===== src/xfer_test_wait_pkg.sv =====
// package: opcodes, cycle counts, flag layout and carrier structs
package xfer_test_wait_pkg;

   // opcodes handled by this decoder
   localparam logic [7:0] OP_MOVE_ACC_TO_INDEX = 8'h97;
   localparam logic [7:0] OP_MOVE_INDEX_TO_ACC = 8'h9f;
   localparam logic [7:0] OP_TEST_DIRECT       = 8'h3d;
   localparam logic [7:0] OP_TEST_ACC          = 8'h4d;
   localparam logic [7:0] OP_TEST_INDEX        = 8'h5d;
   localparam logic [7:0] OP_TEST_IX_SHORT     = 8'h6d;
   localparam logic [7:0] OP_TEST_IX_NONE      = 8'h7d;
   localparam logic [7:0] OP_WAIT              = 8'h8f;

   // total cycles per instruction, opcode fetch included
   localparam logic [3:0] CYC_MOVE       = 4'h2;
   localparam logic [3:0] CYC_TEST_DIR   = 4'h4;
   localparam logic [3:0] CYC_TEST_REG   = 4'h3;
   localparam logic [3:0] CYC_TEST_IX1   = 4'h5;
   localparam logic [3:0] CYC_TEST_IX    = 4'h4;
   localparam logic [3:0] CYC_WAIT       = 4'h2;

   // condition code bit positions (h i n z c)
   localparam int CCR_C = 0;
   localparam int CCR_Z = 1;
   localparam int CCR_N = 2;
   localparam int CCR_I = 3;
   localparam int CCR_H = 4;

   // values after reset
   localparam logic [7:0]  RST_ACC   = 8'h00;
   localparam logic [7:0]  RST_INDEX = 8'h00;
   localparam logic [4:0]  RST_CCR   = 5'h08;  // interrupt mask set
   localparam logic [15:0] RST_ADDR  = 16'h0000;

   // addressing modes known to the address former
   typedef enum logic [2:0] {
      no_operand_mode,
      direct_mode,
      extended_address_mode,
      indexed_no_offset_mode,
      indexed_short_offset_mode,
      indexed_long_offset_mode
   } addr_mode_t;

   // operand bytes gathered for one instruction
   typedef struct packed {
      logic [7:0] first;   // direct addr, short offset or high byte
      logic [7:0] second;  // low byte (extended / long offset)
   } operand_bytes_t;

   // programmer visible registers
   typedef struct packed {
      logic [7:0] acc;
      logic [7:0] index;
      logic [4:0] ccr;
   } core_regs_t;

endpackage


===== src/operand_address_former.sv =====
// module: forms the effective operand address from mode and operand bytes
`timescale 1ns/1ps
module operand_address_former (
   // mode and sources
   input  wire xfer_test_wait_pkg::addr_mode_t     mode_in,
   input  wire xfer_test_wait_pkg::operand_bytes_t bytes_in,
   input  wire logic [7:0]                         index_in,
   // result
   output logic [15:0]                             addr_out
);

   // purely combinational; the caller registers the result
   always_comb begin
      case (mode_in)
         xfer_test_wait_pkg::direct_mode: begin
            addr_out = {8'h00, bytes_in.first};
         end
         xfer_test_wait_pkg::extended_address_mode: begin
            addr_out = {bytes_in.first, bytes_in.second};
         end
         xfer_test_wait_pkg::indexed_no_offset_mode: begin
            addr_out = {8'h00, index_in};
         end
         xfer_test_wait_pkg::indexed_short_offset_mode: begin
            // unsigned offset, carry reaches the high byte
            addr_out = {8'h00, index_in}
                       + {8'h00, bytes_in.first};
         end
         xfer_test_wait_pkg::indexed_long_offset_mode: begin
            addr_out = {bytes_in.first, bytes_in.second}
                       + {8'h00, index_in};
         end
         default: begin
            addr_out = 16'h0000;
         end
      endcase
   end

endmodule


===== src/xfer_test_wait_decode.sv =====
// module: decode and execution of transfer, test and wait instructions
// Notes on behaviour
// - 97 copies acc to index, 9f back; 2 cycles
// - test sets only n and z, no store
// - no-offset indexed uses index as address
// - short offset: index plus unsigned byte
// - long offset: high then low, plus index
// - extended address: high byte then low byte
// - bit branch: direct address then signed offset
`timescale 1ns/1ps
module xfer_test_wait_decode (
   // clock and reset
   input  wire logic        clk_in,
   input  wire logic        arst_n_in,
   // instruction stream from fetch
   input  wire logic        byte_valid_in,   // fetch offers a byte
   input  wire logic [7:0]  byte_in,
   input  wire logic        bit_branch_in,   // opcode is a direct bit branch
   // memory read data
   input  wire logic [7:0]  mem_rdata_in,
   // wake sources
   input  wire logic        irq_in,
   // status
   output logic             byte_take_out,   // byte consumed at the previous edge
   output logic [15:0]      mem_addr_out,
   output logic             mem_rd_out,
   output logic [7:0]       acc_out,
   output logic [7:0]       index_out,
   output logic [4:0]       ccr_out,
   output logic [7:0]       branch_offset_out, // signed relative offset
   output logic             clk_halt_out,    // core clock gated off
   output logic             busy_out,
   output logic             illegal_out      // opcode outside this block
);

   // sequencer states
   typedef enum logic [2:0] {
      st_fetch, st_op1, st_op2, st_mem, st_exec, st_wait
   } state_t;

   // all state of the block
   typedef struct packed {
      state_t                         state;
      logic [7:0]                     opcode;
      logic [3:0]                     cyc;
      xfer_test_wait_pkg::core_regs_t regs;
      xfer_test_wait_pkg::operand_bytes_t ops;
      xfer_test_wait_pkg::addr_mode_t mode;
      logic [15:0]                    addr;
      logic                           rd;
      logic                           take;
      logic [7:0]                     rel;
      logic                           halt;
      logic                           illegal;
      logic                           busy;     // registered copy for the port
   } st_t;

   st_t s_q;  // registered state
   st_t s_d;  // next state

   logic [15:0] ea;  // effective address from the former

   // cycle count of a decoded opcode, zero for foreign opcodes
   function automatic logic [3:0] cycles_of(input logic [7:0] op);
      case (op)
         xfer_test_wait_pkg::OP_MOVE_ACC_TO_INDEX,
         xfer_test_wait_pkg::OP_MOVE_INDEX_TO_ACC:
            cycles_of = xfer_test_wait_pkg::CYC_MOVE;
         xfer_test_wait_pkg::OP_TEST_DIRECT:
            cycles_of = xfer_test_wait_pkg::CYC_TEST_DIR;
         xfer_test_wait_pkg::OP_TEST_ACC,
         xfer_test_wait_pkg::OP_TEST_INDEX:
            cycles_of = xfer_test_wait_pkg::CYC_TEST_REG;
         xfer_test_wait_pkg::OP_TEST_IX_SHORT:
            cycles_of = xfer_test_wait_pkg::CYC_TEST_IX1;
         xfer_test_wait_pkg::OP_TEST_IX_NONE:
            cycles_of = xfer_test_wait_pkg::CYC_TEST_IX;
         xfer_test_wait_pkg::OP_WAIT:
            cycles_of = xfer_test_wait_pkg::CYC_WAIT;
         default:
            cycles_of = 4'h0;
      endcase
   endfunction

   // addressing mode of a decoded opcode
   function automatic xfer_test_wait_pkg::addr_mode_t mode_of(
      input logic [7:0] op);
      case (op)
         xfer_test_wait_pkg::OP_TEST_DIRECT:
            mode_of = xfer_test_wait_pkg::direct_mode;
         xfer_test_wait_pkg::OP_TEST_IX_SHORT:
            mode_of = xfer_test_wait_pkg::indexed_short_offset_mode;
         xfer_test_wait_pkg::OP_TEST_IX_NONE:
            mode_of = xfer_test_wait_pkg::indexed_no_offset_mode;
         default:
            mode_of = xfer_test_wait_pkg::no_operand_mode;
      endcase
   endfunction

   // n and z from a value; test subtracts zero so value itself counts
   function automatic logic [4:0] nz_update(input logic [4:0] ccr,
                                            input logic [7:0] v);
      logic [4:0] r;
      r = ccr;
      r[xfer_test_wait_pkg::CCR_N] = v[7];
      r[xfer_test_wait_pkg::CCR_Z] = (v == 8'h00);
      nz_update = r;
   endfunction

   // address former shared by every memory mode
   operand_address_former u_addr (
      .mode_in  (s_q.mode),
      .bytes_in (s_q.ops),
      .index_in (s_q.regs.index),
      .addr_out (ea)
   );

   // next-state logic; cyc counts remaining cycles of the instruction
   always_comb begin
      s_d         = s_q;
      s_d.take    = 1'b0;
      s_d.rd      = 1'b0;
      s_d.illegal = 1'b0;
      if (s_q.cyc != 4'h0) begin
         s_d.cyc = s_q.cyc - 4'h1;
      end
      case (s_q.state)
         st_fetch: begin
            if (byte_valid_in) begin
               s_d.take   = 1'b1;
               s_d.opcode = byte_in;
               if (bit_branch_in) begin
                  // direct address then relative offset follow
                  s_d.mode  = xfer_test_wait_pkg::direct_mode;
                  s_d.state = st_op1;
                  s_d.cyc   = 4'h0;
               end else if (cycles_of(byte_in) == 4'h0) begin
                  s_d.illegal = 1'b1;  // left to other decoders
               end else begin
                  s_d.mode = mode_of(byte_in);
                  s_d.cyc  = cycles_of(byte_in) - 4'h1;
                  if (mode_of(byte_in) ==
                      xfer_test_wait_pkg::indexed_no_offset_mode) begin
                     s_d.state = st_mem;  // no operand byte
                  end else if (mode_of(byte_in) !=
                      xfer_test_wait_pkg::no_operand_mode) begin
                     s_d.state = st_op1;
                  end else begin
                     s_d.state = st_exec;
                  end
               end
            end
         end
         st_op1: begin
            // first operand byte: direct address or short offset
            if (byte_valid_in) begin
               s_d.take      = 1'b1;
               s_d.ops.first = byte_in;
               if (bit_branch_in || s_q.mode ==
                   xfer_test_wait_pkg::extended_address_mode ||
                   s_q.mode ==
                   xfer_test_wait_pkg::indexed_long_offset_mode) begin
                  s_d.state = st_op2;  // high byte taken first
               end else begin
                  s_d.state = st_mem;
               end
            end
         end
         st_op2: begin
            if (byte_valid_in) begin
               s_d.take = 1'b1;
               if (bit_branch_in) begin
                  s_d.rel   = byte_in;  // signed offset
                  s_d.state = st_fetch;
               end else begin
                  s_d.ops.second = byte_in;  // low byte
                  s_d.state      = st_mem;
               end
            end
         end
         st_mem: begin
            // present the formed address and request a read
            s_d.addr  = ea;
            s_d.rd    = 1'b1;
            s_d.state = st_exec;
         end
         st_exec: begin
            // hold until the documented cycle count has elapsed
            if (s_q.cyc <= 4'h1) begin
               s_d.state = st_fetch;
               s_d.cyc   = 4'h0;
               case (s_q.opcode)
                  xfer_test_wait_pkg::OP_MOVE_ACC_TO_INDEX: begin
                     s_d.regs.index = s_q.regs.acc;  // flags kept
                  end
                  xfer_test_wait_pkg::OP_MOVE_INDEX_TO_ACC: begin
                     s_d.regs.acc = s_q.regs.index;
                  end
                  xfer_test_wait_pkg::OP_TEST_ACC: begin
                     s_d.regs.ccr = nz_update(s_q.regs.ccr,
                                              s_q.regs.acc);
                  end
                  xfer_test_wait_pkg::OP_TEST_INDEX: begin
                     s_d.regs.ccr = nz_update(s_q.regs.ccr,
                                              s_q.regs.index);
                  end
                  xfer_test_wait_pkg::OP_WAIT: begin
                     // unmask and stop clock
                     s_d.regs.ccr[xfer_test_wait_pkg::CCR_I] = 1'b0;
                     s_d.halt  = 1'b1;
                     s_d.state = st_wait;
                  end
                  default: begin
                     // memory forms; nothing written back
                     s_d.regs.ccr = nz_update(s_q.regs.ccr,
                                              mem_rdata_in);
                  end
               endcase
            end
         end
         st_wait: begin
            // interrupt resumes; reset handled by the flops
            if (irq_in) begin
               s_d.halt  = 1'b0;
               s_d.state = st_fetch;
            end
         end
         default: begin
            s_d.state = st_fetch;
         end
      endcase
      // busy leaves a flop so the port carries no decode glitches
      s_d.busy = (s_d.state != st_fetch);
   end

   // state register
   always_ff @(posedge clk_in or negedge arst_n_in) begin
      if (!arst_n_in) begin
         s_q          <= '0;
         s_q.state    <= st_fetch;
         s_q.regs.acc   <= xfer_test_wait_pkg::RST_ACC;
         s_q.regs.index <= xfer_test_wait_pkg::RST_INDEX;
         s_q.regs.ccr   <= xfer_test_wait_pkg::RST_CCR;
         s_q.addr     <= xfer_test_wait_pkg::RST_ADDR;
      end else begin
         s_q <= s_d;
      end
   end

   // outputs straight from the state flops
   assign byte_take_out     = s_q.take;
   assign mem_addr_out      = s_q.addr;
   assign mem_rd_out        = s_q.rd;
   assign acc_out           = s_q.regs.acc;
   assign index_out         = s_q.regs.index;
   assign ccr_out           = s_q.regs.ccr;
   assign branch_offset_out = s_q.rel;
   assign clk_halt_out      = s_q.halt;
   assign busy_out          = s_q.busy;
   assign illegal_out       = s_q.illegal;

endmodule


===== config.mk =====
export PLATFORM = sky130hd
export DESIGN_NAME = xfer_test_wait_decode
export DESIGN_NICKNAME = d
export VERILOG_FILES = /design/src/xfer_test_wait_pkg.sv /design/src/operand_address_former.sv /design/src/xfer_test_wait_decode.sv
export SDC_FILE = /design/constraint.sdc
export NUM_CORES = 1
export LEC_CHECK = 0
export ABC_CLOCK_PERIOD_IN_PS = 2900
export BUFFER_PORTS_ARGS = -buffer_cell sky130_fd_sc_hd__buf_2
export CORE_MARGIN = 8
export CORE_UTILIZATION = 40
export DETAILED_ROUTE_END_ITERATION = 6
export SYNTH_ARGS = -nofsm -noshare
export SYNTH_HDL_FRONTEND = slang
export SYNTH_SLANG_ARGS = --single-unit
export TNS_END_PERCENT = 10

===== constraint.sdc =====
create_clock -name clk_in -period 2.9 [get_ports clk_in]
set_clock_uncertainty 0.1 [all_clocks]
set_input_delay 0.145 -clock clk_in [delete_from_list [all_inputs] [get_ports clk_in]]
set_output_delay 0.145 -clock clk_in [all_outputs]
set_load 0.02 [all_outputs]

==> reports/qor.txt, run 1 <==
R2R Setup Slk: 0.27 ns
GRT Total Usage: 16.2%
initial core utilization: 40.7%
Rel. slew slack: 48.7%
IO Pins: 71
worst setup path class: flip-flop to flip-flop
Hold Crit Depth: 4
YS warnings: 0
CTS H-tree depth: 3
WL per Instance: 18.2 um
count of flip-flops with a built-in enable after synthesis: 0
Max-Cap Viols: 0
Seq/Total Area, Yosys: 40.1%
DIE AREA: 16700 um^2
final wirelength: 13.1 mm
Worst Hold End: ccr_out[2]$_DFFE_PN0P_
ant diodes: 0
Synth cell types: 68
vias per std cell: 5.52
Core Util, Final: 45.6%
hold_sp: mem_rdata_in[7]
R2R Path End: mem_addr_out[8]$_DFFE_PN0P_
# DRC: 0
Fin Setup TNS: 0 ns
cells after synthesis: 499
post-route minimum period: 2.63 ns
vias in the first global route: 4024
worst slew pin tran: 0.769 ns
crit share post-route: 90.8%
IO buf count: 68
worst-skew pair later-pin latency: 0.34 ns
Worst Setup End Kind: flip-flop
commonest non-fill, non-tap cell in the layout: dfrtp_1
RSZ-0062 raised after global routing: no
most frequent cells in the layout: dfrtp_1, buf_2, mux2_2
DP Wirelength: 9.87 mm
first drt pass iteration count: 4
initial antenna violation count: 0
# resized after CTS: 0
Inst Count DP: 698
first-pass GRT wire length: 21.0 mm
grt ovf: 0
CTS buffer count: 9
maximum VDD drop: 0.000410 V
CTS tree: built
clock sink count: 82
NumNets Final: 583
initial DRC count: 312
Req. time, crit path: 3.03 ns
endpoints failing hold: 0
syn_area_per_cell: 10.3 um^2
FILL cells: 1188
crit path max fanout: 7
largest net degree at the start of global routing: 60
synthesized area: 5120 um^2
root buffer cell: clkbuf_16
sequential cell area: 2050 um^2
hold crit path type: primary input to flip-flop
P&R area growth vs syn: 11.8%
gp weighted congestion: 0.927
post-route ant nets: 0
Critical Path AT: 2.76 ns
pwr dens: 893 nW/um^2
synthesis-stage register bit count: 82
Max Slew Vio Count: 0
CTS clk-pin slew, worst paths: 0.07 ns
deepest clock path buffer count: 2
fmax: 380 MHz
Vias: 3955
Leak: 2.65 nW
layout cell share with drive strength beyond 1: 32.0%
multi-input logic area: 2620 um^2
ys async rst share: 100%
status: finished clean
Chip Height: 129 um
core box area: 12600 um^2
row count: 41
Non-Filler Instances: 716
Die X-Extent: 129 um
Setup-failing EPs final: 0
CP startpoint: index_out[0]$_DFFE_PN0P_
worst reg2reg startpoint: index_out[0]$_DFFE_PN0P_
r2r worst-path depth: 7
ys flop type: dfrtp_1
Critical Path Source Type: flip-flop
-- synth_stat cells (5+ instances only) --
| master | count | share of area [%] |
|---|---|---|
| nor3_1 | 15 | 1.5 |
| ha_1 | 21 | 5.1 |
| a22oi_1 | 9 | 1.3 |
| inv_1 | 7 | 0.51 |
| xor2_1 | 5 | 0.86 |
| buf_4 | 46 | 6.7 |
| o21ai_0 | 25 | 2.4 |
| mux2_2 | 56 | 12 |
| o22ai_1 | 6 | 0.73 |
| a211oi_1 | 11 | 1.6 |
| mux2i_1 | 6 | 1.2 |
| buf_2 | 8 | 0.78 |
| nor2_1 | 26 | 1.9 |
| clkbuf_1 | 7 | 0.51 |
| dfrtp_1 | 81 | 40 |
| nor4_1 | 8 | 0.98 |
| nor2b_1 | 9 | 1.1 |
| nand2_1 | 27 | 2.0 |
| nand3_1 | 9 | 0.88 |
| nand2b_1 | 7 | 0.86 |
| xnor2_1 | 6 | 1.0 |
| a21oi_1 | 24 | 2.3 |
-- cells by family (layout without fill, tap and decap cells) --
| kind of cell | after synthesis | after routing | synth area share, % |
|---|---|---|---|
| multiplexers | 62 | 62 | 13.5 |
| AND/OR/NAND/NOR | 136 | 136 | 14.9 |
| adder cells (fa/ha/maj) | 23 | 23 | 5.91 |
| buffers and inverters | 69 | 113 | 8.77 |
| AO/OA/AOI/OAI | 115 | 115 | 14.9 |
| other | 1 | 2 | 0.0732 |
| flip-flops | 82 | 82 | 40.1 |
| XOR/XNOR | 11 | 11 | 1.88 |
-- sequential cells by signal, indices dropped and copies added (netlist names) --
register           flops
byte_take_out          1
s_q                   34
mem_addr_out          16
busy_out               1
acc_out                8
branch_offset_out      8
illegal_out            1
index_out              8
mem_rd_out             1
ccr_out                3
clk_halt_out           1
-- layout make-up --
cell class | instances | share of cell area (%)
multi-input cells | 349 | 45.8
flip-flops and latches | 82 | 35.9
repair buffers | 90 | 8.96
clock buffers | 9 | 3.93
well taps | 172 | 3.76
clock inverters | 7 | 1.22
inverters | 7 | 0.459
-- timing repair --
| action | CTS | global route |
|---|---|---|
| hold buffers | 2 | 0 |
| endpoints found under the hold margin | 58 | 0 |
| buffers inserted | 0 | 0 |
-- worst max-delay path: stages (launching register included) --
cell and delay [ns]:
dfrtp_1 0.43, ha_1 0.26, fa_1 0.41, a21oi_1 0.22, o22ai_1 0.16, a31oi_1 0.48, nor4_1 0.10, a2111o_1 0.36
-- stage by stage --
stage	instance area [um^2]	setup WS [ns]	hold slack, ns	total power, mW
floorplan	5120	0.568	-0.251	3.52
global placement	5410	0.334	0.146	3.92
CTS	5730	0.281	0.0488	5.16
global route	5730	0.130	0.0582	5.46
finish	5730	0.267	0.0619	5.11
detailed placement	5410	0.290	0.157	3.98
-- report_power, final --
group	switching [mW]	total, mW	leakage, nW	internal (mW)
sequential	0.395	1.92	1.05	1.52
clock	0.481	1.14	0.133	0.663
combinational	1.11	2.05	1.46	0.943
-- per-layer routing --
layer / global-route usage, % / wire, um
met1: 20.5 / 5750
met2: 26.1 / 6320
met3: 3.82 / 725
met4: 6.36 / 252
met5: 0 / 0
-- worst max-delay path by stage --
stage	to	depth (start not counted)
detailed placement	mem_addr_out[8]$_DFFE_PN0P_	7
CTS	mem_addr_out[8]$_DFFE_PN0P_	7
global route	mem_addr_out[8]$_DFFE_PN0P_	7
global placement	mem_addr_out[8]$_DFFE_PN0P_	7
floorplan	mem_addr_out[8]$_DFFE_PN0P_	7
finish	mem_addr_out[8]$_DFFE_PN0P_	7
Power figures use the tool's default switching activity.
==> inputs of run 2 (changes only) <==
--- a/config.mk
+++ b/config.mk
@@ -5,11 +5,13 @@
 export SDC_FILE = /design/constraint.sdc
 export NUM_CORES = 1
 export LEC_CHECK = 0
+export ABC_AREA = 1
 export ABC_CLOCK_PERIOD_IN_PS = 2900
 export BUFFER_PORTS_ARGS = -buffer_cell sky130_fd_sc_hd__buf_2
 export CORE_MARGIN = 8
 export CORE_UTILIZATION = 40
 export DETAILED_ROUTE_END_ITERATION = 6
+export SLEW_MARGIN = 10
 export SYNTH_ARGS = -nofsm -noshare
 export SYNTH_HDL_FRONTEND = slang
 export SYNTH_SLANG_ARGS = --single-unit
==> run 2 against run 1 <==
Net effect: clock-buffer cell count up 1; maximum frequency up 24%; global-route usage up 0.88 points; sequential power about the same; final cell count up 34%; flip-flop and latch count unchanged; area after synthesis up 9.0%; synthesized cell count up 49%; hold slack worse by 0.030 ns.
==> reports/qor.txt, run 2 <==
status: finished clean (unchanged)
Setup-failing EPs final: 0 (unchanged)
CTS clk-pin slew, worst paths: 0.07 ns (about the same)
GRT Total Usage: 17.1% (was 16.2%)
# resized after CTS: 0 (unchanged)
Inst Count DP: 937 (was 698)
Post-Synth XOR/XNOR Area: 0.314% (was 1.88%)
CTS H-tree depth: 3 (unchanged)
R2R Setup Slk: 0.77 ns (was 0.27 ns)
cells after synthesis: 743 (was 499)
first drt pass iteration count: 5 (was 4)
initial antenna violation count: 0 (unchanged)
WL per Instance: 15.3 um (was 18.2 um)
final wirelength: 14.7 mm (was 13.1 mm)
IO Pins: 71 (unchanged)
met1 GRT Util: 22.4% (was 20.5%)
ys flop type: dfrtp_1 (unchanged)
vias per std cell: 4.98 (was 5.52)
post-route minimum period: 2.13 ns (was 2.63 ns)
Chip Height: 134 um (was 129 um)
clock sink count: 82 (unchanged)
Non-Filler Instances: 961 (was 716)
Commonest cells post-synth: nand2_1, dfrtp_1, inv_1 (was dfrtp_1, mux2_2, buf_4)
IO buf count: 68 (unchanged)
most frequent cells in the layout: nand2_1, dfrtp_1, inv_1 (was dfrtp_1, buf_2, mux2_2)
vias in the first global route: 4683 (was 4024)
worst-skew pair later-pin latency: 0.35 ns (was 0.34 ns)
Fin Setup TNS: 0 ns (unchanged)
main combinational cell family by area after synthesis: simple AND/OR/NAND/NOR gates (was compound AO/OA/AOI/OAI gates)
largest net degree at the start of global routing: 51 (was 60)
ranking of synthesized cells by area: dfrtp_1, nand2_1, buf_4 (was dfrtp_1, mux2_2, buf_4)
complex-gate fraction of the synthesized area: 11.9% (was 14.9%)
crit path max fanout: 6 (was 7)
CTS buffer count: 9 (unchanged)
top-count cell post-synth: nand2_1 (was dfrtp_1)
busiest metal layer after global routing: met2 (unchanged)
ant diodes: 0 (unchanged)
# DRC: 0 (unchanged)
Leak: 3.30 nW (was 2.65 nW)
grt ovf: 0 (unchanged)
worst setup path class: flip-flop to flip-flop (unchanged)
syn_area_per_cell: 7.51 um^2 (was 10.3 um^2)
post-route ant nets: 0 (unchanged)
Max-Cap Viols: 0 (unchanged)
synthesized area: 5580 um^2 (was 5120 um^2)
Placement Cell Area: 5740 um^2 (was 5410 um^2)
adder-cell share of the synthesized area: 5.42% (was 5.91%)
fmax: 469 MHz (was 380 MHz)
ys async rst share: 100% (unchanged)
synthesis-stage register bit count: 82 (unchanged)
fin area: 6120 um^2 (was 5730 um^2)
Max Slew Vio Count: 0 (unchanged)
endpoints failing hold: 0 (unchanged)
first-pass GRT wire length: 24.6 mm (was 21.0 mm)
maximum VDD drop: 0.000434 V (was 0.000410 V)
P&R area growth vs syn: 9.61% (was 11.8%)
GR met3 Demand/Resource: 3.40% (was 3.82%)
Worst Setup End Kind: flip-flop (unchanged)
crit share post-route: 73.5% (was 90.8%)
count of flip-flops with a built-in enable after synthesis: 0 (unchanged)
top cell type's share of synthesized area: 36.3% (was 39.6%)
deepest clock path buffer count: 2 (unchanged)
core box area: 13800 um^2 (was 12600 um^2)
met2 usage: 26.8% (was 26.1%)
hold crit path type: primary input to flip-flop (unchanged)
r2r worst-path depth: 11 (was 7)
Critical Path AT: 2.31 ns (was 2.76 ns)
Critical Path Source Type: flip-flop (unchanged)
RSZ-0062 raised after global routing: no (unchanged)
mux share of post-synthesis cell area: 0% (was 13.5%)
Core Util, Final: 44.4% (was 45.6%)
max FFs per register: 34 (unchanged)
Req. time, crit path: 3.08 ns (was 3.03 ns)
YS warnings: 0 (unchanged)
Seq/Total Area, Yosys: 36.8% (was 40.1%)
initial DRC count: 323 (was 312)
layout cell share with drive strength beyond 1: 20.2% (was 32.0%)
CTS tree: built (unchanged)
Rel. slew slack: 56.5% (was 48.7%)
pwr dens: 813 nW/um^2 (was 893 nW/um^2)
Vias: 4784 (was 3955)
worst slew pin tran: 0.653 ns (was 0.769 ns)
Die X-Extent: 134 um (was 129 um)
initial core utilization: 40.5% (was 40.7%)
Synth Area in Simple Gates: 31.5% (was 14.9%)
DIE AREA: 18000 um^2 (was 16700 um^2)
root buffer cell: clkbuf_16 (unchanged)
row count: 43 (was 41)
DP Wirelength: 11.3 mm (was 9.87 mm)
commonest non-fill, non-tap cell in the layout: nand2_1 (was dfrtp_1)
most flop-heavy register: s_q (unchanged)
Hold Crit Depth: 3 (was 4)
Synth cell types: 46 (was 68)
gp weighted congestion: 0.922 (was 0.927)
NumNets Final: 820 (was 583)
area leader, netlist: dfrtp_1 (unchanged)
[run 2: changes by cell type after synthesis, sizes merged, moves of 27 or more]
cell	before	now
inv	7	91
mux2	56	0
nand2	28	231
nand3	10	53
nor2	26	53
o21ai	28	64
[run 2: cell type report]
| type | instances | area (um^2) |
|---|---|---|
| fillers | 1476 | 7650 |
| multi-input cells | 513 | 2750 |
| flip-flops and latches | 82 | 2050 |
| repair buffers | 79 | 445 |
| inverters | 91 | 342 |
| clock buffers | 10 | 229 |
| well taps | 180 | 225 |
| clock inverters | 6 | 73.8 |
[run 2: critical path, stage by stage, from the launching register on]
cell,delay [ns]
dfrtp_1,0.45
ha_1,0.26
fa_1,0.42
nand3_1,0.09
nand2_1,0.11
nand2_1,0.11
nand2_1,0.11
nand2_1,0.10
o21ai_0,0.08
o21ai_0,0.11
nand2_1,0.07
nand2_1,0.06
[run 2: power by group]
group | switching [mW] | internal, mW
clock | 0.512 | 0.679
combinational | 1.24 | 0.652
sequential | 0.389 | 1.50
total | 2.14 | 2.83
[run 2: timing repair]
action,4_1_cts,5_1_grt
hold endpoints to repair,55,0
setup buffers,0,0
hold buffers,8,0
[run 2: through the flow]
step | hold WS (ns) | total power, mW | setup WS [ns]
5_1_grt | 0.0615 | 5.34 | 0.534
6_report | 0.0324 | 4.97 | 0.770
4_1_cts | 0.0291 | 5.01 | 0.805
3_3_place_gp | 0.125 | 3.77 | 0.878
3_5_place_dp | 0.126 | 3.78 | 0.844
2_1_floorplan | -0.251 | 3.38 | 1.06
[run 2: cell families (layout without fill, tap and decap cells)]
group           after synthesis  count (layout)
compound gates              111             111
buf+inv                     149             186
flops                        82              82
simple gates                375             375
xor+xnor                      2               2
fa+ha+maj                    23              23
other cells                   1               2
[run 2: final timing paths]
check / end / from
min in group asynchronous: index_out[6]$_DFFE_PN0P_ / arst_n_in
setup / recovery: mem_addr_out[10]$_DFFE_PN0P_ / index_out[0]$_DFFE_PN0P_
hold / removal: branch_offset_out[1]$_DFFE_PN0P_ / byte_in[1]
setup reg to reg: mem_addr_out[10]$_DFFE_PN0P_ / index_out[0]$_DFFE_PN0P_
max in group asynchronous: ccr_out[3]$_DFFE_PN1P_ / arst_n_in
hold reg to reg: ccr_out[3]$_DFFE_PN1P_ / ccr_out[3]$_DFFE_PN1P_
[run 2: metal layers]
metal | up-vias | routed length (um)
li1 | 2435 | -
met3 | 20 | 886
met5 | - | 0
met1 | 2202 | 6820
met4 | 0 | 355
met2 | 127 | 6670
